$ cat src/csrb_pkg.sv
/*
  Shared constants for the CPU dedicated registers and register banks:
  register-port offsets, reset values, condition-code bit positions,
  bank geometry and the memory-region codes.
  Assumes a 16-bit register port and an 8-bit data path in the core.
*/
`default_nettype none

package csrb_pkg;

    // Widths
    localparam int WORD_W = 16;
    localparam int BYTE_W = 8;
    localparam int ADDR_W = 8;
    localparam int BANK_W = 5;
    localparam int IDX_W = 3;
    localparam int GPR_AW = BANK_W + IDX_W;

    // Register-port offsets
    localparam logic [ADDR_W-1:0] REG_PC = 8'h00;
    localparam logic [ADDR_W-1:0] REG_ACC = 8'h01;
    localparam logic [ADDR_W-1:0] REG_TACC = 8'h02;
    localparam logic [ADDR_W-1:0] REG_INDEX = 8'h03;
    localparam logic [ADDR_W-1:0] REG_EXTRA = 8'h04;
    localparam logic [ADDR_W-1:0] REG_SP = 8'h05;
    localparam logic [ADDR_W-1:0] REG_PSW = 8'h06;

    // Reset values and program-counter step
    localparam logic [WORD_W-1:0] PC_RESET = 16'hfffd;
    localparam logic [WORD_W-1:0] WORD_CLEAR = 16'h0000;
    localparam logic [BYTE_W-1:0] BYTE_CLEAR = 8'h00;
    localparam logic [1:0] IL_RESET = 2'h3;
    localparam logic [WORD_W-1:0] PC_STEP = 16'h0001;

    // Condition-code bit positions
    localparam int CC_C = 0;
    localparam int CC_V = 1;
    localparam int CC_Z = 2;
    localparam int CC_N = 3;
    localparam int CC_LVL0 = 4;
    localparam int CC_LVL1 = 5;
    localparam int CC_I = 6;
    localparam int CC_H = 7;

    // Byte halves of the status word and nibble split
    localparam int PSW_BANK_LSB = 8;
    localparam int NIB_W = 4;
    localparam int MSB8 = 7;

    // Address-space map
    localparam logic [WORD_W-1:0] IO_TOP_DEF = 16'h0080;
    localparam logic [WORD_W-1:0] PROG_BASE_DEF = 16'h8000;
    localparam logic [WORD_W-1:0] VEC_BASE_DEF = 16'hffc0;

    typedef enum logic [1:0] {
        CSRB_RGN_IO,
        CSRB_RGN_DATA,
        CSRB_RGN_PROG,
        CSRB_RGN_VECTOR
    } csrb_region_e;

endpackage

`default_nettype wire

$ cat src/csrb_regs.sv
/*
  CPU dedicated registers, condition-code update, interrupt-level gate,
  general-purpose register bank addressing and address-region decode.
  Assumes the execution unit on the same clock drives the update ports,
  and software reaches the registers over a plain strobe port.
*/
// The address map and the address-and-strobe port were chosen for this implementation.
// Operation
// - 16-bit program counter, resets to FFFD
// - 16-bit accumulator, low byte for bytes
// - 16-bit temporary accumulator, second operand
// - Index, extra and stack pointers, 16 bits
// - Status word: bank pointer high, flags low
// - Interrupt enable; reset clears it, level 11
// - Accept interrupt only above current level
// - Half carry from bit 3 into 4
// - Negative flag follows result MSB
// - Zero flag set on zero result
// - Overflow flag on two's-complement overflow
// - Carry from bit 7; shift-out on shifts
// - 8-bit registers, eight per bank, 32 banks
// - 64K map: I/O, data, program, vectors
`timescale 1ns/100ps
`default_nettype none

module csrb_regs
    import csrb_pkg::*;
#(
    parameter logic [csrb_pkg::WORD_W-1:0] IO_TOP = csrb_pkg::IO_TOP_DEF,
    parameter logic [csrb_pkg::WORD_W-1:0] PROG_BASE = csrb_pkg::PROG_BASE_DEF,
    parameter logic [csrb_pkg::WORD_W-1:0] VEC_BASE = csrb_pkg::VEC_BASE_DEF
) (
    // Clock and reset
    input wire logic i_ref_clk,
    input wire logic i_rst,
    // Register port
    input wire logic [csrb_pkg::ADDR_W-1:0] i_addr,
    input wire logic [csrb_pkg::WORD_W-1:0] i_wdata,
    input wire logic i_wr,
    input wire logic i_rd,
    output logic [csrb_pkg::WORD_W-1:0] o_rdata,
    // Program counter control from the execution unit
    input wire logic i_pc_inc,
    input wire logic i_pc_load,
    input wire logic [csrb_pkg::WORD_W-1:0] i_pc_value,
    // Arithmetic update
    input wire logic i_alu_go,
    input wire logic i_alu_sub,
    input wire logic i_alu_cin,
    // Shift update
    input wire logic i_shift_go,
    input wire logic [csrb_pkg::BYTE_W-1:0] i_shift_res,
    input wire logic i_shift_out,
    // Interrupt request
    input wire logic i_irq_req,
    input wire logic [1:0] i_irq_level,
    output logic o_irq_take,
    // General-purpose register access
    input wire logic i_gpr_wr,
    input wire logic [csrb_pkg::IDX_W-1:0] i_gpr_idx,
    input wire logic [csrb_pkg::BYTE_W-1:0] i_gpr_wdata,
    output logic [csrb_pkg::BYTE_W-1:0] o_gpr_rdata,
    output logic [csrb_pkg::WORD_W-1:0] o_gpr_addr,
    // Address-region decode
    input wire logic [csrb_pkg::WORD_W-1:0] i_mem_addr,
    output csrb_pkg::csrb_region_e o_region,
    // Register contents
    output logic [csrb_pkg::WORD_W-1:0] o_program_counter,
    output logic [csrb_pkg::WORD_W-1:0] o_accumulator,
    output logic [csrb_pkg::WORD_W-1:0] o_temp_accumulator,
    output logic [csrb_pkg::WORD_W-1:0] o_index_reg,
    output logic [csrb_pkg::WORD_W-1:0] o_extra_pointer,
    output logic [csrb_pkg::WORD_W-1:0] o_stack_pointer,
    output logic [csrb_pkg::WORD_W-1:0] o_program_status_word
);

    import csrb_pkg::*;

    typedef struct packed {
        logic [WORD_W-1:0] program_counter;
        logic [WORD_W-1:0] accumulator;
        logic [WORD_W-1:0] temp_accumulator;
        logic [WORD_W-1:0] index_reg;
        logic [WORD_W-1:0] extra_pointer;
        logic [WORD_W-1:0] stack_pointer;
        logic [BYTE_W-1:0] bank_pointer;
        logic [BYTE_W-1:0] cond_code_reg;
        logic [WORD_W-1:0] rdata;
        logic [WORD_W-1:0] gpr_addr;
        csrb_region_e region;
    } csrb_state_s;

    csrb_state_s st;
    csrb_state_s next_st;

    logic [BANK_W-1:0] bank_sel;
    logic [GPR_AW-1:0] gpr_index;

    // The bank number is the low five bits of the bank pointer
    assign bank_sel = st.bank_pointer[BANK_W-1:0];
    assign gpr_index = {bank_sel, i_gpr_idx};

    // Arithmetic on the low bytes of the accumulator and temporary accumulator
    always_comb
    begin
        logic [BYTE_W-1:0] opa;
        logic [BYTE_W-1:0] opb;
        logic cin;
        logic [BYTE_W:0] sum;
        logic [NIB_W:0] low;
        logic [BYTE_W-1:0] res;
        opa = '0;
        opb = '0;
        cin = 1'b0;
        sum = '0;
        low = '0;
        res = '0;

        next_st = st;

        // Software writes first, so that same-cycle hardware updates win
        if (i_wr)
        begin
            case (i_addr)
                REG_PC:
                begin
                    next_st.program_counter = i_wdata;
                end
                REG_ACC:
                begin
                    next_st.accumulator = i_wdata;
                end
                REG_TACC:
                begin
                    next_st.temp_accumulator = i_wdata;
                end
                REG_INDEX:
                begin
                    next_st.index_reg = i_wdata;
                end
                REG_EXTRA:
                begin
                    next_st.extra_pointer = i_wdata;
                end
                REG_SP:
                begin
                    next_st.stack_pointer = i_wdata;
                end
                REG_PSW:
                begin
                    next_st.bank_pointer = i_wdata[WORD_W-1:PSW_BANK_LSB];
                    next_st.cond_code_reg = i_wdata[BYTE_W-1:0];
                end
                default:
                begin
                    next_st.rdata = st.rdata;
                end
            endcase
        end

        // Load beats increment when both arrive together
        if (i_pc_load)
        begin
            next_st.program_counter = i_pc_value;
        end
        else if (i_pc_inc)
        begin
            next_st.program_counter = st.program_counter + PC_STEP;
        end

        if (i_alu_go)
        begin
            // Subtraction adds the inverted operand; carry then reads as borrow
            opa = st.accumulator[BYTE_W-1:0];
            opb = st.temp_accumulator[BYTE_W-1:0] ^ {BYTE_W{i_alu_sub}};
            cin = i_alu_cin ^ i_alu_sub;
            sum = {1'b0, opa} + {1'b0, opb} + {{BYTE_W{1'b0}}, cin};
            low = {1'b0, opa[NIB_W-1:0]} + {1'b0, opb[NIB_W-1:0]}
                + {{NIB_W{1'b0}}, cin};
            res = sum[BYTE_W-1:0];
            next_st.accumulator[BYTE_W-1:0] = res;
            next_st.cond_code_reg[CC_H] = low[NIB_W] ^ i_alu_sub;
            next_st.cond_code_reg[CC_N] = res[MSB8];
            next_st.cond_code_reg[CC_Z] = (res == BYTE_CLEAR);
            next_st.cond_code_reg[CC_V] = (opa[MSB8] == opb[MSB8])
                && (res[MSB8] != opa[MSB8]);
            next_st.cond_code_reg[CC_C] = sum[BYTE_W] ^ i_alu_sub;
        end
        else if (i_shift_go)
        begin
            next_st.accumulator[BYTE_W-1:0] = i_shift_res;
            next_st.cond_code_reg[CC_N] = i_shift_res[MSB8];
            next_st.cond_code_reg[CC_Z] = (i_shift_res == BYTE_CLEAR);
            next_st.cond_code_reg[CC_C] = i_shift_out;
        end

        // Read data stand only in the cycle after the strobe
        next_st.rdata = WORD_CLEAR;
        if (i_rd)
        begin
            case (i_addr)
                REG_PC:
                begin
                    next_st.rdata = st.program_counter;
                end
                REG_ACC:
                begin
                    next_st.rdata = st.accumulator;
                end
                REG_TACC:
                begin
                    next_st.rdata = st.temp_accumulator;
                end
                REG_INDEX:
                begin
                    next_st.rdata = st.index_reg;
                end
                REG_EXTRA:
                begin
                    next_st.rdata = st.extra_pointer;
                end
                REG_SP:
                begin
                    next_st.rdata = st.stack_pointer;
                end
                REG_PSW:
                begin
                    next_st.rdata = {st.bank_pointer, st.cond_code_reg};
                end
                default: next_st.rdata = WORD_CLEAR;
            endcase
        end

        // Bank registers sit at the bottom of the data area
        next_st.gpr_addr = IO_TOP + {{(WORD_W-GPR_AW){1'b0}}, gpr_index};

        // Vector table is carved out of the top of program space
        if (i_mem_addr < IO_TOP)
        begin
            next_st.region = CSRB_RGN_IO;
        end
        else if (i_mem_addr < PROG_BASE)
        begin
            next_st.region = CSRB_RGN_DATA;
        end
        else if (i_mem_addr < VEC_BASE)
        begin
            next_st.region = CSRB_RGN_PROG;
        end
        else
        begin
            next_st.region = CSRB_RGN_VECTOR;
        end

        // Registers left undefined by the core are cleared for determinism
        if (i_rst)
        begin
            next_st.program_counter = PC_RESET;
            next_st.accumulator = WORD_CLEAR;
            next_st.temp_accumulator = WORD_CLEAR;
            next_st.index_reg = WORD_CLEAR;
            next_st.extra_pointer = WORD_CLEAR;
            next_st.stack_pointer = WORD_CLEAR;
            next_st.bank_pointer = BYTE_CLEAR;
            next_st.cond_code_reg = BYTE_CLEAR;
            next_st.cond_code_reg[CC_I] = 1'b0;
            next_st.cond_code_reg[CC_LVL1:CC_LVL0] = IL_RESET;
            next_st.rdata = WORD_CLEAR;
            next_st.gpr_addr = WORD_CLEAR;
            next_st.region = CSRB_RGN_IO;
        end
    end

    always_ff @(posedge i_ref_clk)
    begin
        st <= next_st;
    end

    // Lower code means higher priority, so strictly below the level wins
    assign o_irq_take = i_irq_req && st.cond_code_reg[CC_I]
        && (i_irq_level < st.cond_code_reg[CC_LVL1:CC_LVL0]);

    csrb_bank_ram #(
        .AW(GPR_AW),
        .DW(BYTE_W)
    ) u_bank_ram (
        .i_ref_clk(i_ref_clk),
        .i_rst(i_rst),
        .i_wr(i_gpr_wr),
        .i_waddr(gpr_index),
        .i_wdata(i_gpr_wdata),
        .i_raddr(gpr_index),
        .o_rdata(o_gpr_rdata)
    );

    assign o_rdata = st.rdata;
    assign o_gpr_addr = st.gpr_addr;
    assign o_region = st.region;
    assign o_program_counter = st.program_counter;
    assign o_accumulator = st.accumulator;
    assign o_temp_accumulator = st.temp_accumulator;
    assign o_index_reg = st.index_reg;
    assign o_extra_pointer = st.extra_pointer;
    assign o_stack_pointer = st.stack_pointer;
    assign o_program_status_word = {st.bank_pointer, st.cond_code_reg};

endmodule

`default_nettype wire

$ cat src/csrb_bank_ram.sv
/*
  Data memory that holds the banked general-purpose registers.
  Assumes one write port and one read port on the same clock; the read
  data leave a register one cycle after the address is presented.
*/
`timescale 1ns/100ps
`default_nettype none

module csrb_bank_ram #(
    parameter int AW = 8,
    parameter int DW = 8
) (
    // Clock and reset
    input wire logic i_ref_clk,
    input wire logic i_rst,
    // Write side
    input wire logic i_wr,
    input wire logic [AW-1:0] i_waddr,
    input wire logic [DW-1:0] i_wdata,
    // Read side
    input wire logic [AW-1:0] i_raddr,
    output logic [DW-1:0] o_rdata
);

    typedef struct packed {
        logic [(1<<AW)-1:0][DW-1:0] mem;
        logic [DW-1:0] rdata;
    } csrb_ram_s;

    csrb_ram_s st;
    csrb_ram_s next_st;

    // Reset clears only the read register; memory contents stay as written
    always_comb
    begin
        next_st = st;
        next_st.rdata = st.mem[i_raddr];
        if (i_wr)
        begin
            next_st.mem[i_waddr] = i_wdata;
        end
        if (i_rst)
        begin
            next_st.rdata = '0;
        end
    end

    always_ff @(posedge i_ref_clk)
    begin
        st <= next_st;
    end

    assign o_rdata = st.rdata;

endmodule

`default_nettype wire

$ cat config.mk
export PLATFORM = sky130hd
export DESIGN_NAME = csrb_regs
export DESIGN_NICKNAME = d
export VERILOG_FILES = /design/src/csrb_pkg.sv /design/src/csrb_regs.sv /design/src/csrb_bank_ram.sv
export SDC_FILE = /design/constraint.sdc
export NUM_CORES = 2
export LEC_CHECK = 0
export ABC_AREA = 1
export ABC_CLOCK_PERIOD_IN_PS = 4000
export BUFFER_PORTS_ARGS = -buffer_cell sky130_fd_sc_hd__buf_2
export CORE_MARGIN = 5
export CORE_UTILIZATION = 60
export DETAILED_ROUTE_END_ITERATION = 12
export HOLD_SLACK_MARGIN = 0.08
export PLACE_DENSITY = 0.77
export SETUP_SLACK_MARGIN = 0.05
export SLEW_MARGIN = 10
export SYNTH_ARGS = -nofsm -noshare
export SYNTH_HDL_FRONTEND = slang
export SYNTH_SLANG_ARGS = --single-unit
$ cat constraint.sdc
create_clock -name i_ref_clk -period 4 [get_ports i_ref_clk]
set_input_delay 0.4 -clock i_ref_clk [delete_from_list [all_inputs] [get_ports i_ref_clk]]
set_output_delay 0.4 -clock i_ref_clk [all_outputs]
set_load 0.03 [all_outputs]
==> flow_metrics.tcl <==
set metrics [dict create \
    drt_iter0_drc 8919 \
    slew_headroom 0.281 \
    synth-seq-cells 2195 \
    setup_ws_ps 728 \
    synth_compound_area_frac 0.0282 \
    grt_max_degree 146 \
    setup-violations-final 0 \
    synthAdderAreaFrac 0.00182 \
    vias_per_cell 5.92 \
    netlist-cell-type-count 42 \
    yosysMostFrequentCell "nand2_1" \
    largest_reg_flops 2048 \
    skew_ps 65.3 \
    place_congestion 0.939 \
    drive_gt1_frac 0.0825 \
    synth_top_family_by_area "simple AND/OR/NAND/NOR gates" \
    p_per_area_nw_per_um2 466 \
    die_w_um 399 \
    muxShareOfSynthArea 0 \
    clkLatencyLatePin_ps 860 \
    clock_tree.root_cell "clkbuf_16" \
    fin_area_um2 102000 \
    ant_nets 0 \
    dp_hpwl_mm 149 \
    ios 245 \
    cts_buffers 210 \
    startpoint_type "flop" \
    antenna_found_initial 9 \
    synthSimpleGateAreaFrac 0.228 \
    num_rows 142 \
    worst_hold_slack_ps 160 \
    area_growth_pct 12.4 \
    worstMarginPinSlew_ps 1080 \
    ys.flop_type "edfxtp_1" \
    p_total_mw 47.6 \
    routed_wl_mm 254 \
    synth_warnings 0 \
    outcome "finished clean" \
    worstSetupPathType "flop to flop" \
    dieArea_um2 159000 \
    syn_area_um2 90800 \
    drt_first_pass_iters 9 \
    drc 0 \
    synth_top_area_cell "edfxtp_1" \
    cp.arrival_ps 3750 \
    layout.cells.non_filler 11100 \
    dp_cells 10600 \
    cts.clk_slew.worst_paths_ps 70 \
    async_flop_share 0 \
    crit_path_end_kind "flop" \
    worstRegToRegCells 6 \
    grt_use_total 0.315 \
    hold_viol 0 \
    clock_path_buffers 3 \
    period_minus_slack_ps 3270 \
    hp-class "primary input to flop" \
    place_area_um2 94600 \
    synthTopCellsByCount "4298 x nand2_1, 2048 x edfxtp_1, 558 x nor2_1" \
    fin_tns_setup_ps 0 \
    vias 65600 \
    avgSynthCellArea_um2 10.5 \
    slew_viol_final 0 \
    cp_data_required_time_ps 4480 \
    synth_xor_area_frac 0.00222 \
    syn_inst 8652 \
    htreeDepth 4 \
    start_util 0.605 \
    synth_edf_count 2048 \
    grt_pass1_wl_mm 377 \
    cts_tree "yes" \
    routed_wire_length_per_instance_um 22.9 \
    grt_pass1_vias 63200 \
    cts.sinks 2195 \
    max-cap-violations 0 \
    ir_drop_mv 0.475 \
    die_y_um 399 \
    io_buffers 231 \
    layout.nets 8993 \
    period_share 0.818 \
    rsz0062_at_grt "no" \
    min_path_cells 4 \
    max_freq_ghz 0.306 \
    yosysTopAreaCellShare 0.677 \
    regMostFlops "u_bank_ram.st" \
    worstPathMaxFanout 20 \
    ys_seq_area_frac 0.710 \
    p_leak_nw 39.8 \
    synth_area_leaders "edfxtp_1 68%, nand2_1 18%, dfxtp_1 3.2%" \
    overflow 0 \
    fin_util 0.680 \
    place_ws_ps 657 \
    core_um2 150000 \
]
==> final cells by class <==
class                   instances  area, um^2
well taps                    2016        2520
fillers                     10400       48000
clock buffers                 265        5560
inverters                     152         588
repair buffers                500        4020
multi-input cells            5832       23700
clock inverters               131        1250
flip-flops and latches       2195       64400
diodes                          1        2.50
==> metal layers <==
layer	GRT usage	up-vias	wire [um]	share of wire
li1	-	29300	-	-
met3	0.0725	835	32000	0.13
met2	0.490	4527	117000	0.46
met1	0.424	30900	91700	0.36
met4	0.155	14	13800	0.054
met5	0	-	84	0.00033
==> power by group <==
| part | internal (mW) | leakage, nW | switching (mW) |
|---|---|---|---|
| Clock | 10.9 | 3.32 | 8.63 |
| Combinational | 0.724 | 16.9 | 2.08 |
| Sequential | 25.1 | 19.6 | 0.0681 |
| Total | 36.8 | 39.8 | 10.8 |
==> critical path, cell delays in order, from the launching register on <==
cell	delay [ps]
dfxtp_1	390
inv_1	110
nor2_1	500
inv_1	210
nor2_1	440
inv_1	480
nor2_1	780
==> final timing paths <==
kind / start / to / slack [ps]
worst min register to register: o_stack_pointer[15] / o_stack_pointer[15] / 470
worst max-delay path: o_program_status_word[11] / u_bank_ram.st[542] / 730
worst max register to register: o_program_status_word[11] / u_bank_ram.st[542] / 730
worst min-delay path: i_shift_go / o_program_status_word[3] / 160
==> cell families (layout without fill, tap and decap cells) <==
| group | Yosys count | count (layout) |
|---|---|---|
| other | 1 | 8 |
| and+or+nand+nor | 5321 | 5321 |
| AOI/OAI and AO/OA | 469 | 469 |
| buffers and inverters | 631 | 1048 |
| DFF | 2195 | 2195 |
| adders and majority gates | 12 | 12 |
| xor gates and xnor gates | 23 | 23 |
==> placed cells by master (no fill, tap or decap), drive strengths merged, types with 2 or more instances in the layout <==
cell type,n
nand2,4298
edfxtp,2048
nor2,560
buf,425
nand3,352
clkbuf,273
a21oi,185
o21ai,184
inv,148
dfxtp,147
clkinv,114
nand4,95
dlygate4sd3,67
a31oi,31
o22ai,20
xor2,17
bufinv,16
o211ai,15
a221oi,15
ha,10
conb,7
xnor2,6
nor3,6
a211oi,6
clkinvlp,5
nor4,4
o31ai,3
nand3b,3
a21o,3
o2111ai,2
or2,2
o221ai,2
fa,2
==> repair_timing <==
action,in CTS,in global routing
resized for setup,0,0
buffers inserted,0,0
hold buffers,67,0
endpoints found under the setup margin,0,0
endpoints found under the hold margin,114,0
Power figures use the tool's default switching activity.
